<file path="config.mk">
export PLATFORM = sky130hd
export DESIGN_NAME = eccr_regs
export DESIGN_NICKNAME = d
export VERILOG_FILES = /design/src/eccr_pkg.sv /design/src/eccr_filter.sv /design/src/eccr_regs.sv
export SDC_FILE = /design/constraint.sdc
export NUM_CORES = 1
export LEC_CHECK = 0
export BUFFER_PORTS_ARGS = -buffer_cell sky130_fd_sc_hd__buf_2
export CORE_ASPECT_RATIO = 0.8
export CORE_MARGIN = 1.5
export CORE_UTILIZATION = 59
export DETAILED_ROUTE_END_ITERATION = 10
export GPL_TIMING_DRIVEN = 0
export PLACE_DENSITY = 0.87
export SYNTH_ARGS = -nofsm -noshare
export SYNTH_HDL_FRONTEND = slang
export SYNTH_SLANG_ARGS = --single-unit
</file>
<file path="constraint.sdc">
create_clock -name pclk -period 7.16 [get_ports pclk]
set_input_delay 1.432 -clock pclk [delete_from_list [all_inputs] [get_ports pclk]]
set_output_delay 1.432 -clock pclk [all_outputs]
set_load 0.1 [all_outputs]
</file>
<file path="src/eccr_pkg.sv">
package eccr_pkg;

    // Register map, byte addresses on a 12-bit APB window
    localparam int ADDR_W = 12;
    localparam logic [11:0] ADDR_STATUS = 12'h020;
    localparam logic [11:0] ADDR_CLOCK = 12'h024;
    localparam logic [11:0] ADDR_CARD = 12'h028;
    localparam logic [11:0] ADDR_LOAD = 12'h02C;
    localparam logic [11:0] ADDR_DIO = 12'h030;
    localparam logic [11:0] ADDR_PRESET = 12'h034;

    localparam int NCH = 4;

    // Status / enable layout (same positions in both)
    localparam int POS_UP = 0;
    localparam int POS_DOWN = 4;
    localparam int POS_MARK = 8;
    localparam int POS_DIN = 12;
    localparam int POS_ABOVE = 16;
    localparam int POS_BELOW = 20;
    localparam int POS_TICK = 28;
    localparam int POS_ALL = 31;

    // Clock setup fields
    localparam int SRATE_LSB = 0;
    localparam int DIV_LSB = 16;
    localparam int TBASE_LSB = 24;

    // Output control / readback fields
    localparam int PIN_LSB = 0;
    localparam int DI_LSB = 4;
    localparam int ASEL_LSB = 16;
    localparam int BSEL_LSB = 20;
    localparam int HOLD_LSB = 24;
    localparam int SRC_LSB = 28;

    // Reset values
    localparam logic [31:0] ENABLE_RESET = 32'h0000_0000;
    localparam logic [1:0] SRATE_RESET = 2'h0;
    localparam logic [2:0] TBASE_RESET = 3'h0;
    localparam logic [7:0] DIV_RESET = 8'h00;
    localparam logic [31:0] PRESET_MID = 32'h8000_0000;
    localparam logic [31:0] PRESET_ZERO = 32'h0000_0000;

    // Timing at a 25 MHz pclk
    localparam int CLK_PERIOD_NS = 40;
    localparam int BASE_PERIOD_NS = 20000;
    localparam logic [8:0] BASE_LAST = 9'(BASE_PERIOD_NS / CLK_PERIOD_NS - 1);
    localparam logic [3:0] DECADE_LAST = 4'h9;
    localparam int TBASE_STAGES = 5;

    // Filter sampling rates in kHz against the pclk rate in kHz
    localparam logic [15:0] CLK_KHZ = 16'h61A8;
    localparam logic [15:0] RATE_8M_KHZ = 16'h1F40;
    localparam logic [15:0] RATE_4M_KHZ = 16'h0FA0;
    localparam logic [15:0] RATE_2M_KHZ = 16'h07D0;
    localparam logic [15:0] RATE_1M_KHZ = 16'h03E8;
    localparam int FILT_DEPTH = 4;

    typedef logic [3:0] eccr_nib_t;

    // Per-channel event pulses from the counter core
    typedef struct packed {
        eccr_nib_t up_wrap;
        eccr_nib_t down_wrap;
        eccr_nib_t marker;
        eccr_nib_t above_match;
        eccr_nib_t below_match;
    } eccr_evt_s;

    function automatic logic [15:0] eccr_rate_khz(input logic [1:0] sel);
        case (sel)
            2'h0: return RATE_8M_KHZ;
            2'h1: return RATE_4M_KHZ;
            2'h2: return RATE_2M_KHZ;
            default: return RATE_1M_KHZ;
        endcase
    endfunction

    function automatic logic eccr_mapped(input logic [11:0] a);
        return (a == ADDR_STATUS) || (a == ADDR_CLOCK) || (a == ADDR_CARD) ||
               (a == ADDR_LOAD) || (a == ADDR_DIO) || (a == ADDR_PRESET);
    endfunction

    function automatic logic [31:0] eccr_preset(input logic sel);
        return sel ? PRESET_ZERO : PRESET_MID;
    endfunction

endpackage

</file>
<file path="src/eccr_filter.sv">
`timescale 1ns/1ps
module eccr_filter import eccr_pkg::*; (
    input wire logic pclk,
    input wire logic presetn,
    input wire logic sample_en,
    input wire logic [3:0] din,
    output logic [3:0] dout
);

    typedef struct packed {
        logic [FILT_DEPTH-2:0][3:0] hist;
        logic [3:0] out;
    } eccr_filt_s;

    eccr_filt_s q;
    eccr_filt_s d;
    logic [3:0] all_one;
    logic [3:0] all_zero;

    always_comb begin
        d = q;
        all_one = din;
        all_zero = ~din;
        for (int k = 0; k < FILT_DEPTH - 1; k++) begin
            all_one = all_one & q.hist[k];
            all_zero = all_zero & ~q.hist[k];
        end
        if (sample_en) begin
            // Four equal samples in a row move the output; anything shorter is dropped
            d.out = (q.out & ~all_zero) | all_one;
            d.hist[0] = din;
            for (int k = 1; k < FILT_DEPTH - 1; k++) begin
                d.hist[k] = q.hist[k-1];
            end
        end
    end

    always_ff @(posedge pclk or negedge presetn) begin
        if (!presetn) begin
            q <= '0;
        end else begin
            q <= d;
        end
    end

    assign dout = q.out;
endmodule

</file>
<file path="src/eccr_regs.sv">
// Register access over APB was decided locally.
`timescale 1ns/1ps
// Summary of operation
// - Read of 0x20 returns per-channel flags, timer flag and overall interrupt flag.
// - Read of 0x24 clears pending interrupt; returned data has no meaning.
// - Writes at 0x24 set clock control; reads only clear interrupts.
// - Filter rate field 1:0 selects 8, 4, 2 or 1 MHz sampling.
// - Timer base field 26:24 selects 50k, 5k, 500, 50, 5 Hz; others unused.
// - Writing 1 to bit n at 0x28 snapshots counter n.
// - Read of 0x28 returns card number in bits 3:0, rest zero.
// - Card number is plain unsigned binary, bit 0 least significant.
// - At 0x28 writes go to snapshot command, reads to card number.
// - Writing 1 to bit n at 0x2C loads counter n with its preset.
// - Write of 0x30 sets output values and per-channel output configuration.
// - Read of 0x30 returns inputs 7:4, outputs 3:0, configuration 31:16.
// - Above-match select lets counter above compare drive the output.
// - Below-match select lets counter below compare drive the output.
// - Hold style 0 gives one-clock pulse, 1 holds until interrupt clear.
// - Source select 0 drives written value, 1 lets compare events drive.
// - Filter output changes only after four equal consecutive samples.
// - Periodic timer repeats pulses from 20 us up to 51 s.
// - Counter preset is 80000000h for select 0, zero for select 1.
module eccr_regs import eccr_pkg::*; (
    input wire logic pclk,
    input wire logic presetn,
    input wire logic psel,
    input wire logic penable,
    input wire logic pwrite,
    input wire logic [ADDR_W-1:0] paddr,
    input wire logic [31:0] pwdata,
    output logic [31:0] prdata,
    output logic pready,
    output logic pslverr,
    input wire eccr_evt_s count_evt,
    input wire logic [3:0] din_raw,
    input wire logic [3:0] card_number,
    output logic [3:0] snapshot_cmd,
    output logic [3:0] count_clear_cmd,
    output logic [3:0][31:0] count_preset_value,
    output logic filter_sample,
    output logic [1:0] filter_sample_rate,
    output logic [3:0] din_filtered,
    output logic periodic_tick,
    output logic [3:0] output_pin_value,
    output logic irq
);

    typedef struct packed {
        logic [31:0] status;
        logic [31:0] enables;
        logic [1:0] srate;
        logic [2:0] tbase;
        logic [7:0] divisor;
        logic [3:0] out_val;
        logic [3:0] above_sel;
        logic [3:0] below_sel;
        logic [3:0] hold_style;
        logic [3:0] src_sel;
        logic [3:0] preset_sel;
        logic [3:0] held;
        logic [3:0] snap;
        logic [3:0] load;
        logic [3:0] dout;
        logic [3:0] din_prev;
        logic [15:0] acc;
        logic sample;
        logic [8:0] pre_cnt;
        logic [TBASE_STAGES-2:0][3:0] dec_cnt;
        logic [7:0] div_cnt;
        logic tick;
        logic irq;
        logic [31:0] rdata;
        logic slverr;
    } eccr_state_s;

    eccr_state_s q;
    eccr_state_s d;

    logic apb_setup;
    logic apb_acc;
    logic wr_done;
    logic rd_done;
    logic clr;
    logic [31:0] read_mux;
    logic [31:0] set_vec;
    logic [3:0] hit;
    logic [3:0] din_f;
    logic [TBASE_STAGES-1:0] stg;
    logic sel_tick;
    logic expire;
    logic [16:0] acc_sum;

    assign apb_setup = psel && !penable;
    assign apb_acc = psel && penable;
    assign wr_done = apb_acc && pwrite && eccr_mapped(paddr);
    assign rd_done = apb_acc && !pwrite && eccr_mapped(paddr);
    // Read side of 0x24 only; a write there never clears
    assign clr = rd_done && (paddr == ADDR_CLOCK);

    eccr_filter u_filter (
        .pclk(pclk),
        .presetn(presetn),
        .sample_en(q.sample),
        .din(din_raw),
        .dout(din_f)
    );

    // Read data is captured in setup so prdata comes from a flop with zero waits
    always_comb begin
        read_mux = '0;
        case (paddr)
            ADDR_STATUS: begin
                read_mux = q.status;
                read_mux[POS_ALL] = q.irq;
            end
            ADDR_CARD: read_mux[3:0] = card_number;
            ADDR_DIO: begin
                read_mux[PIN_LSB +: 4] = q.dout;
                read_mux[DI_LSB +: 4] = din_f;
                read_mux[ASEL_LSB +: 4] = q.above_sel;
                read_mux[BSEL_LSB +: 4] = q.below_sel;
                read_mux[HOLD_LSB +: 4] = q.hold_style;
                read_mux[SRC_LSB +: 4] = q.src_sel;
            end
            ADDR_PRESET: read_mux[3:0] = q.preset_sel;
            default: read_mux = '0;
        endcase
    end

    // Time base: 50 kHz prescale, then decade stages down to 5 Hz
    always_comb begin
        stg = '0;
        stg[0] = (q.pre_cnt == BASE_LAST);
        for (int k = 1; k < TBASE_STAGES; k++) begin
            stg[k] = stg[k-1] && (q.dec_cnt[k-1] == DECADE_LAST);
        end
        sel_tick = (q.tbase < 3'(TBASE_STAGES)) ? stg[q.tbase] : 1'b0;
        // Divisor zero parks the timer rather than running at an odd rate
        expire = sel_tick && (q.divisor != 8'h00) && (q.div_cnt == q.divisor - 8'h01);
    end

    always_comb begin
        hit = (q.above_sel & count_evt.above_match) | (q.below_sel & count_evt.below_match);
        set_vec = '0;
        set_vec[POS_UP +: 4] = count_evt.up_wrap;
        set_vec[POS_DOWN +: 4] = count_evt.down_wrap;
        set_vec[POS_MARK +: 4] = count_evt.marker;
        set_vec[POS_DIN +: 4] = din_f & ~q.din_prev;
        set_vec[POS_ABOVE +: 4] = count_evt.above_match;
        set_vec[POS_BELOW +: 4] = count_evt.below_match;
        set_vec[POS_TICK] = expire;
    end

    always_comb begin
        d = q;
        d.snap = '0;
        d.load = '0;
        d.tick = 1'b0;
        d.sample = 1'b0;
        acc_sum = {1'b0, q.acc} + {1'b0, eccr_rate_khz(q.srate)};

        if (apb_setup) begin
            d.rdata = read_mux;
            d.slverr = !eccr_mapped(paddr);
        end

        if (wr_done) begin
            case (paddr)
                ADDR_STATUS: d.enables = pwdata;
                ADDR_CLOCK: begin
                    d.srate = pwdata[SRATE_LSB +: 2];
                    d.divisor = pwdata[DIV_LSB +: 8];
                    d.tbase = pwdata[TBASE_LSB +: 3];
                end
                ADDR_CARD: d.snap = pwdata[3:0];
                ADDR_LOAD: d.load = pwdata[3:0];
                ADDR_DIO: begin
                    d.out_val = pwdata[PIN_LSB +: 4];
                    d.above_sel = pwdata[ASEL_LSB +: 4];
                    d.below_sel = pwdata[BSEL_LSB +: 4];
                    d.hold_style = pwdata[HOLD_LSB +: 4];
                    d.src_sel = pwdata[SRC_LSB +: 4];
                end
                ADDR_PRESET: d.preset_sel = pwdata[3:0];
                default: d.enables = q.enables;
            endcase
        end

        // Fractional rate: average strobe rate is exact though pclk is no multiple
        if (acc_sum >= {1'b0, CLK_KHZ}) begin
            d.acc = 16'(acc_sum - {1'b0, CLK_KHZ});
            d.sample = 1'b1;
        end else begin
            d.acc = acc_sum[15:0];
        end

        d.pre_cnt = stg[0] ? '0 : q.pre_cnt + 9'h001;
        for (int k = 0; k < TBASE_STAGES - 1; k++) begin
            if (stg[k]) begin
                d.dec_cnt[k] = (q.dec_cnt[k] == DECADE_LAST) ? 4'h0 : q.dec_cnt[k] + 4'h1;
            end
        end
        if (wr_done && paddr == ADDR_CLOCK) begin
            d.div_cnt = '0;
        end else if (expire) begin
            d.div_cnt = '0;
            d.tick = 1'b1;
        end else if (sel_tick) begin
            d.div_cnt = q.div_cnt + 8'h01;
        end

        // Set beats clear in the same cycle
        d.status = (clr ? '0 : q.status) | set_vec;
        d.held = (clr ? '0 : q.held) | hit;
        for (int n = 0; n < NCH; n++) begin
            if (q.src_sel[n]) begin
                d.dout[n] = q.hold_style[n] ? d.held[n] : hit[n];
            end else begin
                d.dout[n] = q.out_val[n];
            end
        end
        d.din_prev = din_f;
        d.irq = q.enables[POS_ALL] && |(q.status & q.enables);
    end

    always_ff @(posedge pclk or negedge presetn) begin
        if (!presetn) begin
            q <= '0;
            q.enables <= ENABLE_RESET;
            q.srate <= SRATE_RESET;
            q.tbase <= TBASE_RESET;
            q.divisor <= DIV_RESET;
        end else begin
            q <= d;
        end
    end

    assign prdata = q.rdata;
    assign pready = 1'b1;
    assign pslverr = apb_acc && q.slverr;
    assign snapshot_cmd = q.snap;
    assign count_clear_cmd = q.load;
    assign filter_sample = q.sample;
    assign filter_sample_rate = q.srate;
    assign din_filtered = din_f;
    assign periodic_tick = q.tick;
    assign output_pin_value = q.dout;
    assign irq = q.irq;

    always_comb begin
        for (int n = 0; n < NCH; n++) begin
            count_preset_value[n] = eccr_preset(q.preset_sel[n]);
        end
    end
endmodule

</file>
==> flow_summary_export.csv <==
group,metric,value,unit
outcome,outcome,"finished clean",
cts,cts_buffers,20,
yosys,seq_area_frac_synth,47.58,%
timing,clock_skew,8.592,ps
timing,fin_crit_sh,54.06,%
timing,hold_ws,409.9,ps
routing,drc,0,
cts,cts_hold_buf,0,
yosys,ys.flop_type,"dfrtp_1",
setup_path,cp_data_required_time,7540,ps
floorplan,die_w,154.5,µm
routing,wirelength,25940,µm
cts,clk_pin_slew,60,ps
pwr,p_leak,6.678,nW
yosys,synth.top_cells.by_count,"dfrtp_1, buf_4, nand2_1",
yosys,synth_edf_count,0,
floorplan,die-area,19190,µm²
routing,vias,8233,
routing,drt-initial-drc-count,646,
layout,layout-drive-gt1-share,34.40,%
place,place_hpwl,18940,µm
setup_path,cp-start-kind,"primary input",
layout,finalInstanceArea,12960,µm²
yosys,ys_seq_elements,206,
cts,cts_resized,0,
yosys,syn_area,10840,µm²
floorplan,initial_core_util,60.01,%
cts,cts.sinks,206,
yosys,ys_types,77,
setup_path,critPathCaptureType,"flop",
global_routing,grt_max_degree,107,
yosys,synth.area.top_cells,"dfrtp_1, buf_4, mux2_2",
cts,clockBufferDepth,3,
setup_path,crit_type,"primary input to flop",
global_routing,grt_first_pass_wirelength,41300,µm
timing,finalCriticalPeriod,3871,ps
yosys,synth.most_common_cell,"dfrtp_1",
floorplan,core-area,18060,µm²
yosys,synth_top_area_share,47.58,%
timing,setup_viol,0,
pwr,power.density,276.8,nW/µm²
timing,relSlewSlack,40.43,%
floorplan,fp.dieH,124.2,µm
timing,tightestPinTransition,886.2,ps
setup_path,critPathMaxFanout,10,
timing,setup_tns,0,ps
cts,tritoncts,"built",
timing,hold_viol_final,0,
min_path,holdPathStages,1,
floorplan,rows,44,
global_routing,first_global_vias,8024,
setup_path,ff2ff_path_depth,11,
routing,ant_nets,0,
timing,drv_slew,0,
place,place.gp.congestion,0.9689,
setup_path,crit_arrival,4250,ps
place,placed_area,12290,µm²
floorplan,pin_count,260,
cts,root_buffer,"clkbuf_16",
global_routing,grt_remaining_overflow,0,
yosys,synth_top_cell_by_area,"dfrtp_1",
yosys,async_flop_share,100.0,%
pwr,ir_worst_vdd,0.0003042,V
global_routing,grt_usage,27.08,%
min_path,min_path_type,"flop to flop",
layout,syn_to_final_growth,19.57,%
timing,fmax,0.2584,GHz
routing,viasPerCell,5.318,
timing,rsz0062_at_grt,"no",
layout,final_nets,1393,
routing,dr.pass1.iters,5,
run,drv_cap,0,
layout,fin_util,71.75,%
cts,clkLatencyLatePin,500,ps
yosys,syn_area_per_cell,10.60,µm²
cts,htree_levels,1,
yosys,ys_warn_count,0,
place,portBuffers,134,
routing,routedWlPerCell,16.76,µm
global_routing,antenna_found_initial,4,
yosys,syn_inst,1022,
cts,cts_setup_buffers,0,
layer usage:
| metal | share of wire, % | global-route usage, % |
|---|---|---|
| met5 | 0.058 | 0 |
| met2 | 48 | 44.73 |
| met3 | 8.0 | 5.133 |
| met4 | 2.7 | 9.163 |
| met1 | 41 | 36.07 |
metrics by stage:
step	instances	total power, mW	setup WS [ps]
finish	1548	3.586	3289
global route	1545	3.750	3159
CTS	1544	3.589	3372
detailed placement	1510	2.538	2851
global placement	1509	2.501	1262
floorplan	1145	2.341	3522
cell type report:
type / count / area, µm²
Buffer: 204 / 1440
Clock buffer: 30 / 629.4
Multi-Input combinational cell: 704 / 4586
Antenna cell: 4 / 10.01
Fill cell: 1293 / 5101
Clock inverter: 4 / 23.77
Sequential cell: 206 / 5155
Tap cell: 230 / 287.8
Inverter: 31 / 116.4
Timing Repair Buffer: 135 / 708.2
cell usage in the layout (no fill, tap or decap), drive strengths merged, types with 3 or more instances in the layout:
master,n
dfrtp,206
o21ai,57
a21o,27
nand2,94
xor2,13
nand2b,4
and2,11
nor4b,3
o31ai,3
nor3,14
a22oi,24
o21a,6
o22ai,3
ha,13
nor2b,15
conb,125
or2,3
and3,12
a21oi,22
a31oi,4
inv,32
a31o,4
or3,5
nor2,29
nor3b,7
buf,317
diode,4
a222oi,9
clkbuf,52
and2b,3
or4b,4
xnor2,30
mux2,79
o211ai,6
nand3,22
nand4,11
clkinv,3
a221o,4
nor4,5
kinds of logic (layout without fill, tap and decap cells):
family	Yosys count	count (layout)	share of synthesized area (%)
xor+xnor	43	43	3.476
buf+inv	235	404	14.36
other cells	2	129	0.06931
simple gates	250	250	12.11
fa+ha+maj	14	14	1.686
flops	206	206	47.58
mux	81	81	8.395
compound gates	191	191	12.32
worst max-delay path, cell delays in order:
cell and delay, ps:
buf_2 90, nor4_1 280, nand4_1 270, nor4_2 730
nand3_1 570, clkbuf_1 470, mux2_2 390
power breakdown:
part	total (mW)	switching, mW	leakage, nW	internal [mW]
Clock	1.05	0.446	0.328	0.607
Sequential	1.34	0.0756	2.66	1.26
Combinational	1.19	0.799	3.69	0.394
sequential cells by signal (all words and copies together), names as in the netlist:
| register | flops |
|---|---|
| periodic_tick | 1 |
| u_filter.dout | 4 |
| count_clear_cmd | 4 |
| irq | 1 |
| q | 141 |
| u_filter.q | 12 |
| output_pin_value | 4 |
| prdata | 32 |
| snapshot_cmd | 4 |
| filter_sample | 1 |
| filter_sample_rate | 2 |
final timing paths:
| check | start | end | slack [ps] |
|---|---|---|---|
| max in group asynchronous | presetn | q[86] | 5190 |
| max | paddr[7] | q[158] | 3290 |
| max reg2reg | filter_sample_rate[0] | q[79] | 3660 |
| min | q[86] | q[187] | 410 |
| min in group asynchronous | presetn | snapshot_cmd[1] | 990 |
| min reg2reg | q[86] | q[187] | 410 |
Power figures use the tool's default switching activity.
